File: src/fcp_pkg.sv
// Shared constants for the flash control and power register block.
// Assumes a single 20 MHz system clock and an AHB-Lite register bus.
package fcp_pkg;

  // ----------------------------------------------------------------
  // Register indices and byte addresses
  // ----------------------------------------------------------------
  localparam logic [31:0] FCP_IDX_CTRL = 32'h0000_1fe0;
  localparam logic [31:0] FCP_IDX_WTIME = 32'h0000_1fe2;
  localparam logic [31:0] FCP_IDX_STATUS = 32'h0000_1fe4;
  localparam logic [31:0] FCP_ADDR_CTRL = FCP_IDX_CTRL << 2;
  localparam logic [31:0] FCP_ADDR_WTIME = FCP_IDX_WTIME << 2;
  localparam logic [31:0] FCP_ADDR_STATUS = FCP_IDX_STATUS << 2;

  // ----------------------------------------------------------------
  // Field positions
  // ----------------------------------------------------------------
  localparam int FCP_KEY_LSB = 4;
  localparam int FCP_FSTOP_BIT = 2;
  localparam int FCP_AUTO_BIT = 1;
  localparam int FCP_MAN_BIT = 0;
  localparam int FCP_ST_WARM_BIT = 0;
  localparam int FCP_ST_BUSY_BIT = 1;
  localparam int FCP_ST_PWR_BIT = 2;
  localparam int FCP_ST_STALL_BIT = 3;

  // ----------------------------------------------------------------
  // Reset values and codes
  // ----------------------------------------------------------------
  localparam logic [3:0] FCP_KEY_LOCK = 4'hc;
  localparam logic [3:0] FCP_KEY_OPEN = 4'h3;
  localparam logic FCP_AUTO_RST = 1'h1;
  localparam logic FCP_MAN_RST = 1'h1;
  localparam logic [2:0] FCP_WTIME_RST = 3'h0;
  localparam logic [2:0] FCP_WTIME_MAX = 3'h4;

  // ----------------------------------------------------------------
  // Timing
  // ----------------------------------------------------------------
  localparam int FCP_CLK_HZ = 20_000_000;
  localparam int FCP_WARM_FAST_EXP = 10;
  localparam int FCP_WARM_SLOW_EXP = 3;
  localparam int FCP_WR_FAST_EXP = 16;
  localparam int FCP_WR_SLOW_EXP = 7;
  localparam int FCP_FLASH_WR_MS = 4;
  localparam int FCP_FLASH_WR_CYC = FCP_FLASH_WR_MS * (FCP_CLK_HZ / 1000);
  localparam int FCP_TMR_W = 17;

  typedef enum logic [1:0] {
    FCP_VAR_FLASH = 2'b00,
    FCP_VAR_EMUL = 2'b01,
    FCP_VAR_MASKED = 2'b10
  } fcp_variant_t;

endpackage

File: src/fcp_timer.sv
// Loadable down-counting timer with an expiry pulse.
// Assumes a synchronous reset copy and a tick enable from the same clock.
`timescale 1ns/1ns
module fcp_timer import fcp_pkg::*; #(
  parameter int W = FCP_TMR_W
) (
  // Clock, reset and enable
  input wire logic mclk,
  input wire logic rstn,
  input wire logic ce,
  // Control
  input wire logic start,
  input wire logic abort,
  input wire logic tick,
  input wire logic [W-1:0] loadVal,
  // Status
  output logic running,
  output logic expire
);

  typedef struct packed {
    logic run;
    logic done;
    logic [W-1:0] cnt;
  } fcp_tmr_t;

  fcp_tmr_t st_ff;
  fcp_tmr_t nxt_st;

  always_comb begin
    nxt_st = st_ff;
    nxt_st.done = 1'b0;
    if (abort) begin
      nxt_st.run = 1'b0;
    end else if (start) begin
      nxt_st.run = 1'b1;
      nxt_st.cnt = loadVal;
    end else if (st_ff.run && tick) begin
      if (st_ff.cnt <= W'(1)) begin
        nxt_st.run = 1'b0;
        nxt_st.done = 1'b1;
        nxt_st.cnt = '0;
      end else begin
        nxt_st.cnt = st_ff.cnt - W'(1);
      end
    end
  end

  always_ff @(posedge mclk or negedge rstn) begin
    if (!rstn) begin
      st_ff <= '0;
    end else if (ce) begin
      st_ff <= nxt_st;
    end
  end

  assign running = st_ff.run;
  assign expire = st_ff.done;

endmodule // fcp_timer

File: src/fcp_flash_ctrl.sv
// Flash control, write-protect, forced stop, power and write-time registers.
// Assumes a CPU flag telling whether the current fetch is from RAM/boot ROM.
//
// Implementation choice: the AHB-Lite slave port.
`timescale 1ns/1ns
module fcp_flash_ctrl import fcp_pkg::*; #(
  parameter fcp_variant_t VARIANT = FCP_VAR_FLASH,
  parameter int FLASH_WR_CYC = FCP_FLASH_WR_CYC
) (
  // Clock, enable and reset
  input wire logic mclk,
  input wire logic ce,
  input wire logic rstn,
  // AHB-Lite slave
  input wire logic hsel,
  input wire logic [31:0] haddr,
  input wire logic [1:0] htrans,
  input wire logic hwrite,
  input wire logic [2:0] hsize,
  input wire logic [31:0] hwdata,
  input wire logic hready,
  output logic hreadyout,
  output logic hresp,
  output logic [31:0] hrdata,
  // CPU and system state
  input wire logic fetchFromRam,
  input wire logic lowPowerMode,
  input wire logic stopMode,
  input wire logic systemClockSelect,
  input wire logic slowClockTick,
  // Flash array side
  input wire logic pageBufferWrite,
  input wire logic pageCommit,
  input wire logic [7:0] flashArrayData,
  output logic [7:0] flashReadData,
  output logic ctrlPowerOn,
  output logic writeEnabled,
  output logic writeBusy,
  output logic writeAbort,
  output logic bufCounterClear,
  output logic cpuStall
);

  // ----------------------------------------------------------------
  // State
  // ----------------------------------------------------------------
  typedef struct packed {
    logic dpWr;
    logic dpCtrl;
    logic dpWtime;
    logic dpRam;
    logic [3:0] key;
    logic autoPd;
    logic manPw;
    logic [2:0] wtCode;
    logic pwr;
    logic warmDone;
    logic stall;
    logic swWake;
    logic busy;
    logic abort;
    logic [7:0] fdata;
    logic [31:0] rdata;
  } fcp_state_t;

  fcp_state_t st_ff;
  fcp_state_t nxt_st;
  logic [1:0] rstSync_ff;
  logic rstSync;

  always_ff @(posedge mclk or negedge rstn) begin
    if (!rstn) begin
      rstSync_ff <= 2'h0;
    end else begin
      rstSync_ff <= {rstSync_ff[0], 1'b1};
    end
  end
  assign rstSync = rstSync_ff[1];

  // ----------------------------------------------------------------
  // Timing helpers
  // ----------------------------------------------------------------
  function automatic logic [FCP_TMR_W-1:0] pow2(input int e);
    pow2 = FCP_TMR_W'(1) << e;
  endfunction

  function automatic logic [FCP_TMR_W-1:0] emul_cycles(input logic [2:0] code,
                                                       input logic slow);
    logic [2:0] c;
    c = (code > FCP_WTIME_MAX) ? FCP_WTIME_MAX : code;
    emul_cycles = slow ? pow2(FCP_WR_SLOW_EXP - int'(c)) : pow2(FCP_WR_FAST_EXP - int'(c));
  endfunction

  // ----------------------------------------------------------------
  // Events
  // ----------------------------------------------------------------
  logic addrPhase;
  logic wrCtrl;
  logic ctrlWrOk;
  logic forcedStop;
  logic powerNow;
  logic powerRise;
  logic hwWake;
  logic warmLoad;
  logic warmExpire;
  logic warmRun;
  logic wrStart;
  logic wrExpire;
  logic wrRun;
  logic tmrTick;
  logic [FCP_TMR_W-1:0] warmLen;
  logic [FCP_TMR_W-1:0] wrLen;

  assign addrPhase = hsel && hready && htrans[1];
  assign wrCtrl = st_ff.dpWr && st_ff.dpCtrl;
  assign ctrlWrOk = wrCtrl && st_ff.dpRam;
  assign forcedStop = ctrlWrOk && hwdata[FCP_FSTOP_BIT];
  assign hwWake = (powerRise && !st_ff.swWake) || (forcedStop && st_ff.busy);
  // Manual off, stop, or auto shut-down in idle/sleep
  assign powerNow = st_ff.manPw && !stopMode && !(st_ff.autoPd && lowPowerMode);
  assign powerRise = powerNow && !st_ff.pwr;
  assign warmLoad = powerRise || (forcedStop && st_ff.busy);
  assign tmrTick = systemClockSelect ? slowClockTick : 1'b1;
  assign warmLen = systemClockSelect ? pow2(FCP_WARM_SLOW_EXP) : pow2(FCP_WARM_FAST_EXP);
  assign wrStart = pageCommit && st_ff.busy && st_ff.warmDone && !wrRun && !forcedStop;
  // Emulation part uses the code; flash part its own fixed timing
  assign wrLen = (VARIANT == FCP_VAR_EMUL) ? emul_cycles(st_ff.wtCode, systemClockSelect)
               : FCP_TMR_W'(FLASH_WR_CYC);

  fcp_timer #(.W(FCP_TMR_W)) uWarm (
    .mclk(mclk),
    .rstn(rstSync),
    .ce(ce),
    .start(warmLoad),
    .abort(!powerNow),
    .tick(tmrTick),
    .loadVal(warmLen),
    .running(warmRun),
    .expire(warmExpire)
  );

  fcp_timer #(.W(FCP_TMR_W)) uWrite (
    .mclk(mclk),
    .rstn(rstSync),
    .ce(ce),
    .start(wrStart),
    .abort(forcedStop),
    .tick((VARIANT == FCP_VAR_EMUL) ? tmrTick : 1'b1),
    .loadVal(wrLen),
    .running(wrRun),
    .expire(wrExpire)
  );

  // ----------------------------------------------------------------
  // Next state
  // ----------------------------------------------------------------
  always_comb begin
    nxt_st = st_ff;
    nxt_st.abort = forcedStop;
    nxt_st.pwr = powerNow;
    // Control write just landed: a power rise now is software's own
    nxt_st.swWake = wrCtrl;
    // Address phase capture
    if (addrPhase) begin
      nxt_st.dpWr = hwrite;
      nxt_st.dpCtrl = (haddr == FCP_ADDR_CTRL);
      nxt_st.dpWtime = (haddr == FCP_ADDR_WTIME);
      nxt_st.dpRam = fetchFromRam;
    end else if (hready) begin
      nxt_st.dpWr = 1'b0;
      nxt_st.dpCtrl = 1'b0;
      nxt_st.dpWtime = 1'b0;
    end
    // Read data registered at the address phase
    if (addrPhase && !hwrite) begin
      if (haddr == FCP_ADDR_CTRL) begin
        nxt_st.rdata = {24'h0, st_ff.key, 2'h0, st_ff.autoPd, st_ff.manPw};
      end else if (haddr == FCP_ADDR_WTIME) begin
        nxt_st.rdata = {29'h0, st_ff.wtCode};
      end else if (haddr == FCP_ADDR_STATUS) begin
        nxt_st.rdata = {28'h0, st_ff.stall, st_ff.pwr, st_ff.busy, st_ff.warmDone};
      end else begin
        nxt_st.rdata = 32'h0;
      end
    end
    // Register writes in the data phase
    if (ctrlWrOk) begin
      nxt_st.key = hwdata[FCP_KEY_LSB +: 4];
      nxt_st.manPw = hwdata[FCP_MAN_BIT];
    end
    if (wrCtrl) begin
      nxt_st.autoPd = hwdata[FCP_AUTO_BIT];
    end
    if (st_ff.dpWr && st_ff.dpWtime) begin
      nxt_st.wtCode = hwdata[2:0];
    end
    // Warm-up status
    if (!powerNow || warmLoad) begin
      nxt_st.warmDone = 1'b0;
    end else if (warmExpire) begin
      nxt_st.warmDone = 1'b1;
    end
    // CPU wait when hardware starts the warm-up itself or a forced stop hits a busy write
    if (hwWake) begin
      nxt_st.stall = 1'b1;
    end else if (warmExpire || !powerNow) begin
      nxt_st.stall = 1'b0;
    end
    // Page buffer busy
    if (forcedStop && !st_ff.busy) begin
      nxt_st.busy = 1'b0;
    end else if (st_ff.stall && warmExpire) begin
      nxt_st.busy = 1'b0;
    end else if (pageBufferWrite && !st_ff.busy && !forcedStop && st_ff.warmDone &&
                 st_ff.key == FCP_KEY_OPEN && VARIANT != FCP_VAR_MASKED) begin
      nxt_st.busy = 1'b1;
    end else if (wrExpire) begin
      nxt_st.busy = 1'b0;
    end
    nxt_st.fdata = st_ff.warmDone ? flashArrayData : 8'hff;
  end

  always_ff @(posedge mclk or negedge rstSync) begin
    if (!rstSync) begin
      st_ff <= '{dpWr: 1'b0, dpCtrl: 1'b0, dpWtime: 1'b0, dpRam: 1'b0,
                 key: FCP_KEY_LOCK, autoPd: FCP_AUTO_RST, manPw: FCP_MAN_RST,
                 wtCode: FCP_WTIME_RST, pwr: 1'b0, warmDone: 1'b0, stall: 1'b0,
                 busy: 1'b0, abort: 1'b0, swWake: 1'b0, fdata: 8'hff, rdata: 32'h0};
    end else if (ce) begin
      st_ff <= nxt_st;
    end
  end

  // ----------------------------------------------------------------
  // Outputs
  // ----------------------------------------------------------------
  assign hreadyout = 1'b1;
  assign hresp = 1'b0;
  assign hrdata = st_ff.rdata;
  assign flashReadData = st_ff.fdata;
  assign ctrlPowerOn = st_ff.pwr;
  assign writeEnabled = (st_ff.key == FCP_KEY_OPEN) && (VARIANT != FCP_VAR_MASKED);
  assign writeBusy = st_ff.busy;
  assign writeAbort = st_ff.abort;
  assign bufCounterClear = st_ff.abort;
  assign cpuStall = st_ff.stall;
endmodule // fcp_flash_ctrl

File: config.mk
export PLATFORM = sky130hd
export DESIGN_NAME = fcp_flash_ctrl
export DESIGN_NICKNAME = d
export VERILOG_FILES = /design/src/fcp_pkg.sv /design/src/fcp_timer.sv /design/src/fcp_flash_ctrl.sv
export SDC_FILE = /design/constraint.sdc
export NUM_CORES = 1
export LEC_CHECK = 0
export BUFFER_PORTS_ARGS = -buffer_cell sky130_fd_sc_hd__buf_2
export CAP_MARGIN = 5
export CORE_MARGIN = 2
export CORE_UTILIZATION = 30
export DETAILED_ROUTE_END_ITERATION = 6
export GPL_TIMING_DRIVEN = 0
export HOLD_SLACK_MARGIN = 0.03
export MAX_ROUTING_LAYER = met4
export PLACE_DENSITY = 0.59
export SLEW_MARGIN = 20
export SYNTH_ARGS = -nofsm -noshare
export SYNTH_HDL_FRONTEND = slang
export SYNTH_SLANG_ARGS = --single-unit
File: constraint.sdc
create_clock -name mclk -period 6.8 [get_ports mclk]
set_input_delay 1.02 -clock mclk [delete_from_list [all_inputs] [get_ports mclk]]
set_output_delay 1.02 -clock mclk [all_outputs]
set_load 0.1 [all_outputs]
==> results_dict.tcl <==
set metrics [dict create \
    cts_tree "built" \
    place_ws_ps 3792 \
    drive_gt1_frac 0.3026 \
    grt_max_degree 46 \
    grt_overflow 0 \
    slowest_stage "buf_2" \
    syn_to_final_growth_pct 24.40 \
    synth_top_cell_area_share 0.3731 \
    hold_class "register to async pin" \
    dieArea_sq_um 15050 \
    synth-seq-cells 75 \
    cts.sinks 75 \
    yosys.area.top_type "dfrtp_1" \
    p_sw_frac 0.2964 \
    yosysWarnings 0 \
    p_per_area_nw_per_um2 205.4 \
    slew_viol_final 0 \
    setup_violations 0 \
    netlist_area_sq_um 4225 \
    io_pins 138 \
    grt_usage 0.1447 \
    slowest_delay_ps 520 \
    pwr-share-seq 0.452 \
    slew_headroom 0.3953 \
    first_global_vias 3469 \
    cts_setup_buffers 0 \
    ys_seq_area_frac 0.4477 \
    finalCritPeriodShare 0.4003 \
    postSynthAreaPerCell_sq_um 9.166 \
    clock_latency_ps 330 \
    hold_viol 0 \
    vdd_drop_max_mv 0.1138 \
    die_w_um 122.7 \
    cts_made_buffers 9 \
    outcome "completed" \
    drt_iter0_drc 259 \
    critPathKind "register to primary output" \
    fin_setup_tns_ps 0 \
    antenna_found_initial 0 \
    synth_edf_count 0 \
    cts-root-buf "clkbuf_16" \
    syn-instance-count 461 \
    dpl.cell_count 749 \
    tightest_slew_ps 900.1 \
    cts_resized 0 \
    holdWs_ps 266.9 \
    yosysUniqueCellTypes 54 \
    place_congestion 0.8724 \
    rsz0062_at_grt "false" \
    synthMostInstantiatedCell "dfrtp_1" \
    p_leak_nw 2.475 \
    end_kind "primary output" \
    final_cells 765 \
    internal_power_mw 0.7598 \
    cts_buffer_depth 2 \
    cp-start-kind "register" \
    dr.pass1.iters 4 \
    design.core.area_sq_um 13830 \
    rows 43 \
    fin_crit_ps 2722 \
    dp_hpwl_um 7900 \
    clkTransAtPathRegs_ps 60 \
    htreeDepth 3 \
    crit_cells 2 \
    path_buf_inv 1 \
    viasPerCell 4.929 \
    numPortBuffers 82 \
    synth_ff_type "dfrtp_1" \
    multi_input_area_sq_um 1958 \
    ff2ff_path_depth 6 \
    max_freq_mhz 367.3 \
    postCtsHoldBufs 0 \
    critPathArrivalTime_ps 1700 \
    timing.max_cap.violations 0 \
    drc 0 \
    place_area_sq_um 4986 \
    finalNetCount 674 \
    cp_max_fo 3 \
    skew_ps 6.849 \
    synth_top_cells_by_area "dfrtp_1, buf_4, dfstp_2" \
    setup_ws_ps 4078 \
    worstPathRequired_ps 5780 \
    combinationalPowerShare 0.145 \
    grt_pass1_wl_um 16620 \
    wl_um 10430 \
    antenna_cells 0 \
    initial_core_util 0.3056 \
    fin_area_sq_um 5256 \
    switching_power_mw 0.3201 \
    ff_latch_area_sq_um 1896 \
    synth_common_cells "dfrtp_1, buf_4, nor2_1" \
    wl_per_cell_um 13.63 \
    cpLargestDelayFamily "buffers and inverters" \
    vias 3771 \
    fillers 1410 \
    synth-async-reset-ratio 1.000 \
    p_clk_frac 0.402 \
    postRouteAntennaNets 0 \
    crit_chain "nor4bb_1 -> buf_2" \
    fp.dieH_um 122.7 \
]
flip-flops by register name, summed over array words and instances, names as in the netlist, 2 cells and up:
name           count
hrdata             8
flashReadData      8
st_ff             15
uWrite.st_ff      17
uWarm.st_ff       17
rstSync_ff         2
layout make-up:
class,instances,area share
flip-flops and latches,75,0.3606
repair buffers,83,0.08331
clock buffers,10,0.04356
plain buffers,56,0.07213
inverters,24,0.01714
well taps,180,0.04285
multi-input cells,331,0.3725
clock inverters,6,0.007855
cells by family after synthesis:
group | count (synthesis) | synth area share
compound gates | 116 | 0.1883
fa+ha+maj | 4 | 0.01185
buf+inv | 80 | 0.1110
flops | 75 | 0.4477
mux | 16 | 0.04205
other cells | 2 | 0.001777
simple gates | 168 | 0.1972
worst paths after layout:
| kind | from | to | slack, ps |
|---|---|---|---|
| hold / removal | rstSync_ff[1]$_DFF_PN0_ | uWarm.st_ff[8]$_DFFE_PN0P_ | 270 |
| max in group asynchronous | rstSync_ff[1]$_DFF_PN0_ | flashReadData[4]$_DFFE_PN1P_ | 5910 |
| hold reg to reg | rstSync_ff[1]$_DFF_PN0_ | uWarm.st_ff[8]$_DFFE_PN0P_ | 270 |
| setup / recovery | st_ff[51]$_DFFE_PN0P_ | writeEnabled | 4080 |
| setup reg to reg | uWrite.st_ff[8]$_DFFE_PN0P_ | uWrite.st_ff[0]$_DFFE_PN0P_ | 4320 |
| min in group mclk | rstSync_ff[0]$_DFF_PN0_ | rstSync_ff[1]$_DFF_PN0_ | 350 |
stage by stage:
step | power (mW) | utilization
final | 1.080 | 0.3801
after global placement | 0.6474 | 0.3583
after floorplan | 0.6122 | -
after CTS | 1.095 | 0.3801
after detailed placement | 0.6535 | 0.3606
after global routing | 1.132 | 0.3801
placed cells by master (no fill, tap or decap), types with 6 or more instances in the layout:
master	instances
nor3_1	18
nor2_1	43
nor4_1	8
nand3_1	19
a22o_1	12
inv_1	24
a21oi_1	13
conb_1	27
clkbuf_1	13
o21ai_0	37
o31ai_1	7
a31oi_1	11
nand2_1	39
o2bb2ai_1	6
buf_4	43
dfstp_2	12
mux2_2	14
dfrtp_1	62
buf_2	82
clkbuf_16	9
nand4_1	8
per-layer routing:
metal  share of wire  up-vias  global-route usage  wire length, um
met5               0        -                   -                0
met4          0.0095        0             0.04023               99
met3           0.055       11             0.04043              570
met2            0.48      110              0.2376             5055
met1            0.45     1800              0.1742             4702
li1                -     1850                   -                -
power by group through the flow:
stage               combinational, mW  sequential [mW]  clock, mW
floorplan                       0.119            0.493          0
global placement                0.148            0.499          0
detailed placement              0.158            0.496          0
CTS                             0.158            0.488      0.449
global route                    0.170            0.492      0.470
finish                          0.157            0.488      0.435
Power figures use the tool's default switching activity.
